$ cat config.mk
export PLATFORM = sky130hd
export DESIGN_NAME = clk_ctrl
export DESIGN_NICKNAME = d
export VERILOG_FILES = /design/src/include/clk_ctrl_pkg.sv /design/src/logic/clk_ctrl.sv /design/src/logic/lock_sampler.sv /design/src/logic/rise_detect.sv
export SDC_FILE = /design/constraint.sdc
export NUM_CORES = 1
export LEC_CHECK = 0
export BUFFER_PORTS_ARGS = -buffer_cell sky130_fd_sc_hd__buf_2
export CAP_MARGIN = 0
export CORE_MARGIN = 10
export CORE_UTILIZATION = 30
export DETAILED_ROUTE_END_ITERATION = 10
export SLEW_MARGIN = 30
export SYNTH_ARGS = -nofsm -noshare
export SYNTH_HDL_FRONTEND = slang
export SYNTH_SLANG_ARGS = --single-unit
$ cat constraint.sdc
create_clock -name aclk -period 6.6 [get_ports aclk]
set_clock_uncertainty 0.2 [all_clocks]
set_input_delay 0.99 -clock aclk [delete_from_list [all_inputs] [get_ports aclk]]
set_output_delay 0.99 -clock aclk [all_outputs]
set_load 0.05 [all_outputs]
$ cat src/include/clk_ctrl_pkg.sv
/*
 Constants for the converter clock-source and delay-loop control block:
 register offsets, field positions, reset values and AXI response codes.
 Assumes a 32-bit AXI4-Lite slave in front, one register per aligned word.
*/
// How it works
// RULE_01: Halve select picks VCO or VCO halved
// RULE_02: Bypass bit picks PLL or direct clock
// RULE_03: Bias power-down bit, resets to zero
// RULE_04: Delay line off and bypassed while set
// RULE_05: Software clears delay line power bits
// RULE_06: Software sets search mode by frequency
// RULE_07: Software programs direction and tuning to one
// RULE_08: Lock status bit, resets to zero
// RULE_09: Lock status refreshed on readback rising edge
// RULE_10: Delay settings loaded on update rising edge
// RULE_11: Enable bit turns loop controller on
// RULE_12: Software holds digital logic until locked
package clk_ctrl_pkg;
  // Printed offsets are not all multiples of four: they are indices
  localparam logic [8:0] IDX_VCO_DIV = 9'h094;
  localparam logic [8:0] IDX_BYPASS = 9'h095;
  localparam logic [8:0] IDX_BIAS = 9'h09a;
  localparam logic [8:0] IDX_DL_PWR = 9'h0c0;
  localparam logic [8:0] IDX_LOOP_CFG = 9'h0c1;
  localparam logic [8:0] IDX_LOCK_STAT = 9'h0c3;
  localparam logic [8:0] IDX_READBACK = 9'h0c7;
  localparam logic [8:0] IDX_FINE_A = 9'h0cc;
  localparam logic [8:0] IDX_FINE_B = 9'h0cd;
  localparam logic [8:0] IDX_UPDATE = 9'h0db;
  localparam logic [8:0] IDX_DIG_HOLD = 9'h100;
  // Byte address is four times the index
  localparam int ADDR_W = 12;
  // Field positions
  localparam int BIT_HALVE = 0;
  localparam int BIT_BYPASS = 0;
  localparam int BIT_BIAS_PD = 7;
  localparam int BIT_DL_PD = 0;
  localparam int BIT_DL_PWR_A = 4;
  localparam int BIT_DL_PWR_B = 5;
  localparam int BIT_LOOP_EN = 0;
  localparam int BIT_DIR_LO = 3;
  localparam int BIT_MODE = 5;
  localparam int BIT_TUNE_LO = 6;
  localparam int BIT_LOCK = 0;
  localparam int BIT_TRIG = 0;
  localparam int BIT_DIG_HOLD = 0;
  localparam int FINE_W = 6;
  // Reset values
  localparam logic [7:0] RST_VCO_DIV = 8'h00;
  localparam logic [7:0] RST_BYPASS = 8'h00;
  localparam logic [7:0] RST_BIAS = 8'h00;
  localparam logic [7:0] RST_DL_PWR = 8'h31;
  localparam logic [7:0] RST_LOOP_CFG = 8'h70;
  localparam logic [7:0] RST_FINE = 8'h00;
  localparam logic [7:0] RST_TRIG = 8'h00;
  localparam logic [7:0] RST_DIG_HOLD = 8'h01;
  // Writable masks; reserved bits read zero, except in the bias register, where all eight bits are writable
  localparam logic [7:0] MSK_ONE = 8'h01;
  localparam logic [7:0] MSK_BIAS = 8'hff;
  localparam logic [7:0] MSK_DL_PWR = 8'h31;
  localparam logic [7:0] MSK_LOOP_CFG = 8'hf9;
  localparam logic [7:0] MSK_FINE = 8'h3f;
  // AXI responses
  localparam logic [1:0] RESP_OKAY = 2'h0;
  localparam logic [1:0] RESP_SLVERR = 2'h2;
endpackage

$ cat src/logic/clk_ctrl.sv
/*
 Clock-source selection and delay-loop control register block.
 AXI4-Lite slave, 32-bit data, one register per word at four times index.
 Assumes dll_lock_raw is synchronous to aclk.
*/
`timescale 1ns/100ps
module clk_ctrl (
  input wire logic aclk,
  input wire logic aresetn,
  input wire logic ce,
  // AXI4-Lite write address
  input wire logic [clk_ctrl_pkg::ADDR_W-1:0] s_axi_awaddr,
  input wire logic s_axi_awvalid,
  output logic s_axi_awready,
  // Write data
  input wire logic [31:0] s_axi_wdata,
  input wire logic [3:0] s_axi_wstrb,
  input wire logic s_axi_wvalid,
  output logic s_axi_wready,
  // Write response
  output logic [1:0] s_axi_bresp,
  output logic s_axi_bvalid,
  input wire logic s_axi_bready,
  // Read address
  input wire logic [clk_ctrl_pkg::ADDR_W-1:0] s_axi_araddr,
  input wire logic s_axi_arvalid,
  output logic s_axi_arready,
  // Read data
  output logic [31:0] s_axi_rdata,
  output logic [1:0] s_axi_rresp,
  output logic s_axi_rvalid,
  input wire logic s_axi_rready,
  // Loop lock from the analog delay loop
  input wire logic dll_lock_raw,
  // Clock tree controls
  output logic vco_halve_select,
  output logic pll_bypass_select,
  output logic bias_power_down,
  output logic delay_line_power_down,
  output logic delay_line_power_a,
  output logic delay_line_power_b,
  output logic loop_enable,
  // Settings applied to the loop circuitry, then the digital logic hold
  output logic [1:0] lock_search_direction,
  output logic lock_search_mode,
  output logic [1:0] loop_tuning_setting,
  output logic [5:0] fine_delay_a,
  output logic [5:0] fine_delay_b,
  output logic digital_logic_hold
);
  localparam int FW = clk_ctrl_pkg::FINE_W;

  // State of the block, apart from the edge detector and lock sampler flops
  typedef struct packed {
    logic [7:0] vco_div;
    logic [7:0] bypass;
    logic [7:0] bias;
    logic [7:0] dl_pwr;
    logic [7:0] loop_cfg;
    logic [7:0] readback;
    logic [7:0] fine_a;
    logic [7:0] fine_b;
    logic [7:0] update;
    logic [7:0] dig_hold;
    // Shadow copies loaded into the loop on update
    logic [1:0] app_dir;
    logic app_mode;
    logic [1:0] app_tune;
    logic [FW-1:0] app_fa;
    logic [FW-1:0] app_fb;
    // Bus side
    logic aw_held;
    logic [clk_ctrl_pkg::ADDR_W-1:0] aw_addr;
    logic w_held;
    logic [31:0] w_data;
    logic [3:0] w_strb;
    logic bvalid;
    logic [1:0] bresp;
    logic rvalid;
    logic [31:0] rdata;
    logic [1:0] rresp;
  } state_t;
  state_t s_q, s_d;

  logic rb_rise; // Readback trigger rising edge
  logic up_rise; // Update trigger rising edge
  logic lock_seen; // Last sampled lock

  // Byte address to register index; misaligned words and words above
  // the nine-bit index space both set the unmapped flag in bit 9
  function automatic logic [9:0] word_index(
    input logic [clk_ctrl_pkg::ADDR_W-1:0] a
  );
    word_index = {(a[1:0] != 2'h0) || a[clk_ctrl_pkg::ADDR_W-1],
      a[clk_ctrl_pkg::ADDR_W-2:2]};
  endfunction

  // True where the index names a register
  function automatic logic is_mapped(input logic [9:0] i);
    is_mapped = !i[9] && (
      i[8:0] == clk_ctrl_pkg::IDX_VCO_DIV ||
      i[8:0] == clk_ctrl_pkg::IDX_BYPASS ||
      i[8:0] == clk_ctrl_pkg::IDX_BIAS ||
      i[8:0] == clk_ctrl_pkg::IDX_DL_PWR ||
      i[8:0] == clk_ctrl_pkg::IDX_LOOP_CFG ||
      i[8:0] == clk_ctrl_pkg::IDX_LOCK_STAT ||
      i[8:0] == clk_ctrl_pkg::IDX_READBACK ||
      i[8:0] == clk_ctrl_pkg::IDX_FINE_A ||
      i[8:0] == clk_ctrl_pkg::IDX_FINE_B ||
      i[8:0] == clk_ctrl_pkg::IDX_UPDATE ||
      i[8:0] == clk_ctrl_pkg::IDX_DIG_HOLD);
  endfunction

  // Byte-lane merge into an 8-bit register under a writable mask
  function automatic logic [7:0] merge(
    input logic [7:0] old,
    input logic [31:0] d,
    input logic [3:0] st,
    input logic [7:0] m
  );
    merge = st[0] ? ((old & ~m) | (d[7:0] & m)) : old;
  endfunction

  // Edge detectors: trigger bits only act on a 0-to-1 step
  rise_detect u_rb_edge (
    .aclk(aclk),
    .aresetn(aresetn),
    .ce(ce),
    .level(s_q.readback[clk_ctrl_pkg::BIT_TRIG]),
    .rise(rb_rise)
  );

  rise_detect u_up_edge (
    .aclk(aclk),
    .aresetn(aresetn),
    .ce(ce),
    .level(s_q.update[clk_ctrl_pkg::BIT_TRIG]),
    .rise(up_rise)
  );

  // Lock indicator captured only when readback trigger rises
  lock_sampler u_lock (
    .aclk(aclk),
    .aresetn(aresetn),
    .ce(ce),
    .sample(rb_rise), // RULE_09
    .lock_raw(dll_lock_raw),
    .lock_seen(lock_seen)
  );

  // Next state: bus handshakes, register writes, shadow loads
  always_comb begin
    logic [9:0] wi;
    logic [9:0] ri;
    logic do_wr;
    wi = '0;
    ri = '0;
    do_wr = 1'b0;
    s_d = s_q;
    if (ce) begin
      // Capture write address and data in either order
      if (s_axi_awvalid && !s_q.aw_held && !s_q.bvalid) begin
        s_d.aw_held = 1'b1;
        s_d.aw_addr = s_axi_awaddr;
      end
      if (s_axi_wvalid && !s_q.w_held && !s_q.bvalid) begin
        s_d.w_held = 1'b1;
        s_d.w_data = s_axi_wdata;
        s_d.w_strb = s_axi_wstrb;
      end
      // Both halves held: perform the write and respond
      if (s_q.aw_held && s_q.w_held && !s_q.bvalid) begin
        do_wr = 1'b1;
        wi = word_index(s_q.aw_addr);
        s_d.aw_held = 1'b0;
        s_d.w_held = 1'b0;
        s_d.bvalid = 1'b1;
        s_d.bresp = is_mapped(wi) ? clk_ctrl_pkg::RESP_OKAY
                                  : clk_ctrl_pkg::RESP_SLVERR;
      end
      if (s_q.bvalid && s_axi_bready) begin
        s_d.bvalid = 1'b0;
      end
      // Register writes; lock status is read-only
      if (do_wr && !wi[9]) begin
        unique case (wi[8:0])
          clk_ctrl_pkg::IDX_VCO_DIV: s_d.vco_div = merge(s_q.vco_div,
            s_q.w_data, s_q.w_strb, clk_ctrl_pkg::MSK_ONE); // RULE_01
          clk_ctrl_pkg::IDX_BYPASS: s_d.bypass = merge(s_q.bypass,
            s_q.w_data, s_q.w_strb, clk_ctrl_pkg::MSK_ONE); // RULE_02
          clk_ctrl_pkg::IDX_BIAS: s_d.bias = merge(s_q.bias,
            s_q.w_data, s_q.w_strb, clk_ctrl_pkg::MSK_BIAS); // RULE_03
          clk_ctrl_pkg::IDX_DL_PWR: s_d.dl_pwr = merge(s_q.dl_pwr,
            s_q.w_data, s_q.w_strb, clk_ctrl_pkg::MSK_DL_PWR); // RULE_04
          clk_ctrl_pkg::IDX_LOOP_CFG: s_d.loop_cfg = merge(s_q.loop_cfg,
            s_q.w_data, s_q.w_strb, clk_ctrl_pkg::MSK_LOOP_CFG); // RULE_11
          clk_ctrl_pkg::IDX_READBACK: s_d.readback = merge(s_q.readback,
            s_q.w_data, s_q.w_strb, clk_ctrl_pkg::MSK_ONE);
          clk_ctrl_pkg::IDX_FINE_A: s_d.fine_a = merge(s_q.fine_a,
            s_q.w_data, s_q.w_strb, clk_ctrl_pkg::MSK_FINE);
          clk_ctrl_pkg::IDX_FINE_B: s_d.fine_b = merge(s_q.fine_b,
            s_q.w_data, s_q.w_strb, clk_ctrl_pkg::MSK_FINE);
          clk_ctrl_pkg::IDX_UPDATE: s_d.update = merge(s_q.update,
            s_q.w_data, s_q.w_strb, clk_ctrl_pkg::MSK_ONE);
          clk_ctrl_pkg::IDX_DIG_HOLD: s_d.dig_hold = merge(s_q.dig_hold,
            s_q.w_data, s_q.w_strb, clk_ctrl_pkg::MSK_ONE);
          default: ; // Unmapped or read-only: no effect
        endcase
      end
      // Shadow load: new loop settings take effect only here
      if (up_rise) begin
        s_d.app_dir = s_q.loop_cfg[clk_ctrl_pkg::BIT_DIR_LO +: 2]; // RULE_10
        s_d.app_mode = s_q.loop_cfg[clk_ctrl_pkg::BIT_MODE]; // RULE_10
        s_d.app_tune = s_q.loop_cfg[clk_ctrl_pkg::BIT_TUNE_LO +: 2];
        s_d.app_fa = s_q.fine_a[FW-1:0]; // RULE_10
        s_d.app_fb = s_q.fine_b[FW-1:0]; // RULE_10
      end
      // Read channel, one read at a time
      if (s_axi_arvalid && !s_q.rvalid) begin
        ri = word_index(s_axi_araddr);
        s_d.rvalid = 1'b1;
        s_d.rresp = is_mapped(ri) ? clk_ctrl_pkg::RESP_OKAY
                                  : clk_ctrl_pkg::RESP_SLVERR;
        s_d.rdata = '0;
        if (!ri[9]) begin
          unique case (ri[8:0])
            clk_ctrl_pkg::IDX_VCO_DIV: s_d.rdata[7:0] = s_q.vco_div;
            clk_ctrl_pkg::IDX_BYPASS: s_d.rdata[7:0] = s_q.bypass;
            clk_ctrl_pkg::IDX_BIAS: s_d.rdata[7:0] = s_q.bias;
            clk_ctrl_pkg::IDX_DL_PWR: s_d.rdata[7:0] = s_q.dl_pwr;
            clk_ctrl_pkg::IDX_LOOP_CFG: s_d.rdata[7:0] = s_q.loop_cfg;
            clk_ctrl_pkg::IDX_LOCK_STAT:
              s_d.rdata[clk_ctrl_pkg::BIT_LOCK] = lock_seen; // RULE_08
            clk_ctrl_pkg::IDX_READBACK: s_d.rdata[7:0] = s_q.readback;
            clk_ctrl_pkg::IDX_FINE_A: s_d.rdata[7:0] = s_q.fine_a;
            clk_ctrl_pkg::IDX_FINE_B: s_d.rdata[7:0] = s_q.fine_b;
            clk_ctrl_pkg::IDX_UPDATE: s_d.rdata[7:0] = s_q.update;
            clk_ctrl_pkg::IDX_DIG_HOLD: s_d.rdata[7:0] = s_q.dig_hold;
            default: ; // Unmapped reads zero
          endcase
        end
      end else if (s_q.rvalid && s_axi_rready) begin
        s_d.rvalid = 1'b0;
      end
    end
  end

  // Register all state; reset gives documented values
  always_ff @(posedge aclk) begin
    if (!aresetn) begin
      s_q <= '0;
      s_q.vco_div <= clk_ctrl_pkg::RST_VCO_DIV;
      s_q.bypass <= clk_ctrl_pkg::RST_BYPASS;
      s_q.bias <= clk_ctrl_pkg::RST_BIAS; // RULE_03
      s_q.dl_pwr <= clk_ctrl_pkg::RST_DL_PWR; // RULE_04
      s_q.loop_cfg <= clk_ctrl_pkg::RST_LOOP_CFG; // RULE_11
      s_q.readback <= clk_ctrl_pkg::RST_TRIG;
      s_q.fine_a <= clk_ctrl_pkg::RST_FINE;
      s_q.fine_b <= clk_ctrl_pkg::RST_FINE;
      s_q.update <= clk_ctrl_pkg::RST_TRIG;
      s_q.dig_hold <= clk_ctrl_pkg::RST_DIG_HOLD;
      // Applied settings start from the register reset values
      s_q.app_dir <= clk_ctrl_pkg::RST_LOOP_CFG[clk_ctrl_pkg::BIT_DIR_LO +: 2];
      s_q.app_mode <= clk_ctrl_pkg::RST_LOOP_CFG[clk_ctrl_pkg::BIT_MODE];
      s_q.app_tune <=
        clk_ctrl_pkg::RST_LOOP_CFG[clk_ctrl_pkg::BIT_TUNE_LO +: 2];
    end else begin
      s_q <= s_d;
    end
  end

  // Outputs come straight from state flops
  assign s_axi_awready = s_q.aw_held;
  assign s_axi_wready = s_q.w_held;
  assign s_axi_bvalid = s_q.bvalid;
  assign s_axi_bresp = s_q.bresp;
  assign s_axi_arready = s_q.rvalid;
  assign s_axi_rvalid = s_q.rvalid;
  assign s_axi_rdata = s_q.rdata;
  assign s_axi_rresp = s_q.rresp;
  assign vco_halve_select = s_q.vco_div[clk_ctrl_pkg::BIT_HALVE]; // RULE_01
  assign pll_bypass_select = s_q.bypass[clk_ctrl_pkg::BIT_BYPASS]; // RULE_02
  assign bias_power_down = s_q.bias[clk_ctrl_pkg::BIT_BIAS_PD]; // RULE_03
  assign delay_line_power_down =
    s_q.dl_pwr[clk_ctrl_pkg::BIT_DL_PD]; // RULE_04
  assign delay_line_power_a = s_q.dl_pwr[clk_ctrl_pkg::BIT_DL_PWR_A];
  assign delay_line_power_b = s_q.dl_pwr[clk_ctrl_pkg::BIT_DL_PWR_B];
  assign loop_enable = s_q.loop_cfg[clk_ctrl_pkg::BIT_LOOP_EN]; // RULE_11
  assign lock_search_direction = s_q.app_dir;
  assign lock_search_mode = s_q.app_mode;
  assign loop_tuning_setting = s_q.app_tune;
  assign fine_delay_a = s_q.app_fa;
  assign fine_delay_b = s_q.app_fb;
  assign digital_logic_hold = s_q.dig_hold[clk_ctrl_pkg::BIT_DIG_HOLD];
endmodule

$ cat src/logic/lock_sampler.sv
/*
 Holds the lock indicator visible to software.
 Assumes lock_raw is synchronous to aclk.
*/
`timescale 1ns/100ps
module lock_sampler (
  input wire logic aclk,
  input wire logic aresetn,
  input wire logic ce,
  input wire logic sample,
  input wire logic lock_raw,
  output logic lock_seen
);
  typedef struct packed {
    logic lock;
  } state_t;
  state_t s_q, s_d;

  // Refresh only on request; otherwise the last sample stands
  always_comb begin
    s_d = s_q;
    if (ce && sample) begin
      s_d.lock = lock_raw; // RULE_09
    end
  end

  assign lock_seen = s_q.lock;

  always_ff @(posedge aclk) begin
    if (!aresetn) begin
      s_q <= '0; // RULE_08
    end else begin
      s_q <= s_d;
    end
  end
endmodule

$ cat src/logic/rise_detect.sv
/*
 Rising-edge detector on a register bit.
 Assumes the input is a flop in the same clock domain.
*/
`timescale 1ns/100ps
module rise_detect (
  input wire logic aclk,
  input wire logic aresetn,
  input wire logic ce,
  input wire logic level,
  output logic rise
);
  typedef struct packed {
    logic prev;
  } state_t;
  state_t s_q, s_d;

  // Previous level updated while clock enable is high, held while it is low
  always_comb begin
    s_d = s_q;
    if (ce) begin
      s_d.prev = level;
    end
  end

  // Pulse only on a 0-to-1 step, gated by clock enable
  assign rise = ce & level & ~s_q.prev;

  always_ff @(posedge aclk) begin
    if (!aresetn) begin
      s_q <= '0;
    end else begin
      s_q <= s_d;
    end
  end
endmodule

==> flow_summary.ini <==
[setup_path]
crit_path_end = s_q[167]
critPathRequiredTime_ns = 6.60
r2r-end = s_q[130]
crit_path_cell_trace = buf_2, and4b_1, nand4_4, or4_1, mux2i_1, nor2_1
cp-startpoint = ce
r2r_setup_slack_ns = 4.12
path_class = in -> reg
cp_num_cells = 6
cpPeakStageDelay_ns = 0.81
r2r-start = s_q[83]
slowest_stage = or4_1
startpoint_type = primary input
cp-end-kind = register
cp_num_buf_inv = 1
ff2ff_path_depth = 5
crit_path_max_fanout = 9
crit_arrival_ns = 2.91
crit_family = simple AND/OR/NAND/NOR gates

[timing]
max-slew-margin-rel = 0.363
final-setup-viol-count = 0
fin_setup_tns_ns = 0
rsz0062_at_grt = no
slew_viol_final = 0
tightestPinTransition_ns = 0.949
fin_crit_sh = 0.441
hold_viol_final = 0
period_minus_slack_ns = 2.91
fmax_ghz = 0.344

[die]
core-area_mm2 = 0.0139
initial_utilization = 0.308
die_w_um = 140
dieArea_mm2 = 0.0195
std_cell_rows = 43
io_pins = 135
die_h_um = 140

[synth]
synth_top_flop_cell = dfxtp_1
ys_types = 50
synth-compound-area-share = 0.135
syn_inst = 535
yosysSeqAreaShare = 0.416
async_reset_ff_frac = 0
post_synth_xor_area_fraction = 0.00204
synth_edf_count = 0
syn_area_per_cell_um2 = 8.01
synth.ff_latch_count = 89
synth_fa_ha_area_frac = 0
synthMuxAreaShare = 0.0549
yosys.area_share.simple = 0.263
synth_warnings = 0
synth_top_family_by_area = simple AND/OR/NAND/NOR gates
netlist_area_mm2 = 0.00429

[power]
powerDensity_mw_per_mm2 = 244
ir_worst_vdd_mv = 0.181
leakagePower_nw = 1.87

[global_routing]
track_usage = 0.115
antenna_found_initial = 0
grt_max_degree = 55
grt.overflow.total = 0
grt_pass1_vias = 3582
grt_pass1_wl_mm = 18.3

[finish]
antenna_cells = 0
final_cells = 752
area_delta_synth_final_pct = 11.3
nets = 636
drive_gt1_frac = 0.198

[clock_tree]
cts_setup_buffers = 0
cts.clk_slew.worst_paths_ns = 0.07
cts_sinks = 89
holdBufCountCts = 0
cts_resized = 0
cts_buffers = 9
clk_latency_ns = 0.35
clockRootBuffer = clkbuf_16
ctsLongestPathBuffers = 2
cts_tree = yes
h-tree-depth = 3

[route]
wl_per_cell_um = 15.2
drtIter0Drc = 176
vias_per_cell = 4.77
top_layer_used = met4
drt-total-wl_mm = 11.5
drtAntennaViolNets = 0
dr_wl_met3_um = 581
wl_met1_mm = 5.51
first_pass_iters = 4
dr_wl_met2_mm = 5.15
drc = 0
via_count = 3587

[flow_run]
max_cap_viol_count = 0

[placed_design]
portBuffers = 81
dp_hpwl_mm = 8.60
dp.cells = 736
place_congestion = 0.854

[status]
status = complete, no violations

[worst_hold_path]
min_path_type = reg -> reg
power breakdown:
part,leakage [nW],total (mW),switching (mW),internal (mW)
registers,0.720,0.556,0.0111,0.545
logic,1.01,0.107,0.0820,0.0253
clock network,0.132,0.500,0.231,0.269
worst register-to-register path: stages, from the launching register on:
cell,delay [ns]
dfxtp_1,0.44
nor4bb_1,0.59
nand4_1,0.19
or4_1,0.68
nand3_1,0.19
o21ai_1,0.08
logic make-up after synthesis:
kind of cell    count (synthesis)
xor+xnor                        1
simple gates                  230
flops                          89
buf+inv                        90
compound gates                101
mux                            23
other cells                     1
per-stage QoR:
step / setup WS (ns) / utilization / instance area, µm² / total power [mW] / hold slack (ns)
final: 3.69 / 0.342 / 4770 / 1.16 / 0.251
after global routing: 3.59 / 0.342 / 4770 / 1.20 / 0.273
after CTS: 3.69 / 0.342 / 4770 / 1.17 / 0.256
after detailed placement: 3.31 / 0.322 / 4480 / 0.675 / 0.246
after global placement: 3.36 / 0.321 / 4480 / 0.672 / 0.244
after floorplan: 3.83 / - / 4380 / 0.661 / 0.236
synthesized netlist by cell type (2+ instances only):
master	n	area, µm²
a2111oi_0	2	17.5
a211oi_1	2	15.0
a21o_1	3	22.5
a21oi_1	48	240
a22o_1	4	35.0
a22oi_1	3	22.5
a31oi_1	2	12.5
a32oi_1	4	35.0
and2_1	5	31.3
and3_1	2	12.5
and3b_1	3	26.3
buf_1	2	7.51
buf_4	56	420
clkbuf_1	26	97.6
dfxtp_1	89	1780
inv_1	4	15.0
mux2_2	4	45.0
mux2i_1	19	190
nand2_1	119	447
nand2b_1	8	50.1
nand3_1	28	140
nand3b_1	5	37.5
nand4_1	5	31.3
nand4b_1	2	17.5
nor2_1	19	71.3
nor2b_1	2	12.5
nor3_1	6	30.0
nor3_2	2	20.0
nor4_1	3	18.8
o21ai_0	21	105
o21ai_1	7	35.0
or2_2	4	25.0
or3_1	3	18.8
or3b_2	2	17.5
or4_1	6	45.0
placed cells by master (no fill, tap or decap), types with 4 or more instances in the layout:
cell       synthesis  final
a21oi_1           48     48
a22o_1             4      4
a32oi_1            4      4
and2_1             5      5
buf_2              1     81
clkbuf_16          0      9
conb_1             1     26
dfxtp_1           89     89
inv_1              4      4
mux2_2             4      4
mux2i_1           19     19
nand2_1          119    119
nand2b_1           8      8
nand3_1           28     28
nand3b_1           5      5
nand4_1            5      5
nor2_1            19     18
nor3_1             6      6
o21ai_0           21     21
o21ai_1            7      7
or2_2              4      4
or4_1              6      6
how the worst min path moves through the flow:
| stage | startpoint | slack, ns | endpoint | cells after the start |
|---|---|---|---|---|
| 2_1_floorplan | s_q[86] | 0.24 | s_q[86] | 2 |
| 3_3_place_gp | s_q[86] | 0.24 | s_q[86] | 2 |
| 3_5_place_dp | fine_delay_a[5] | 0.25 | fine_delay_a[5] | 2 |
| 4_1_cts | fine_delay_a[5] | 0.26 | fine_delay_a[5] | 2 |
| 5_1_grt | fine_delay_a[4] | 0.27 | fine_delay_a[4] | 2 |
| 6_report | fine_delay_a[5] | 0.25 | fine_delay_a[5] | 2 |
layout make-up:
class | instances | area (µm²)
flip-flops and latches | 89 | 1780
inverters | 5 | 18.8
repair buffers | 81 | 405
clock inverters | 6 | 48.8
fillers | 1493 | 9170
multi-input cells | 381 | 2050
well taps | 180 | 225
clock buffers | 10 | 239
sequential cells by signal, indices dropped and copies added (netlist names), 2 cells and up:
register / cells
s_q: 47
s_axi_rdata: 8
fine_delay_a: 6
fine_delay_b: 6
lock_search_direction: 2
loop_tuning_setting: 2
per-layer routing:
layer | GRT usage | vias up
met4 | 0.0555 | 0
met1 | 0.139 | 1652
met3 | 0.0286 | 15
li1 | - | 1818
met5 | 0 | -
met2 | 0.185 | 102
(Power assumes the default switching activity.)
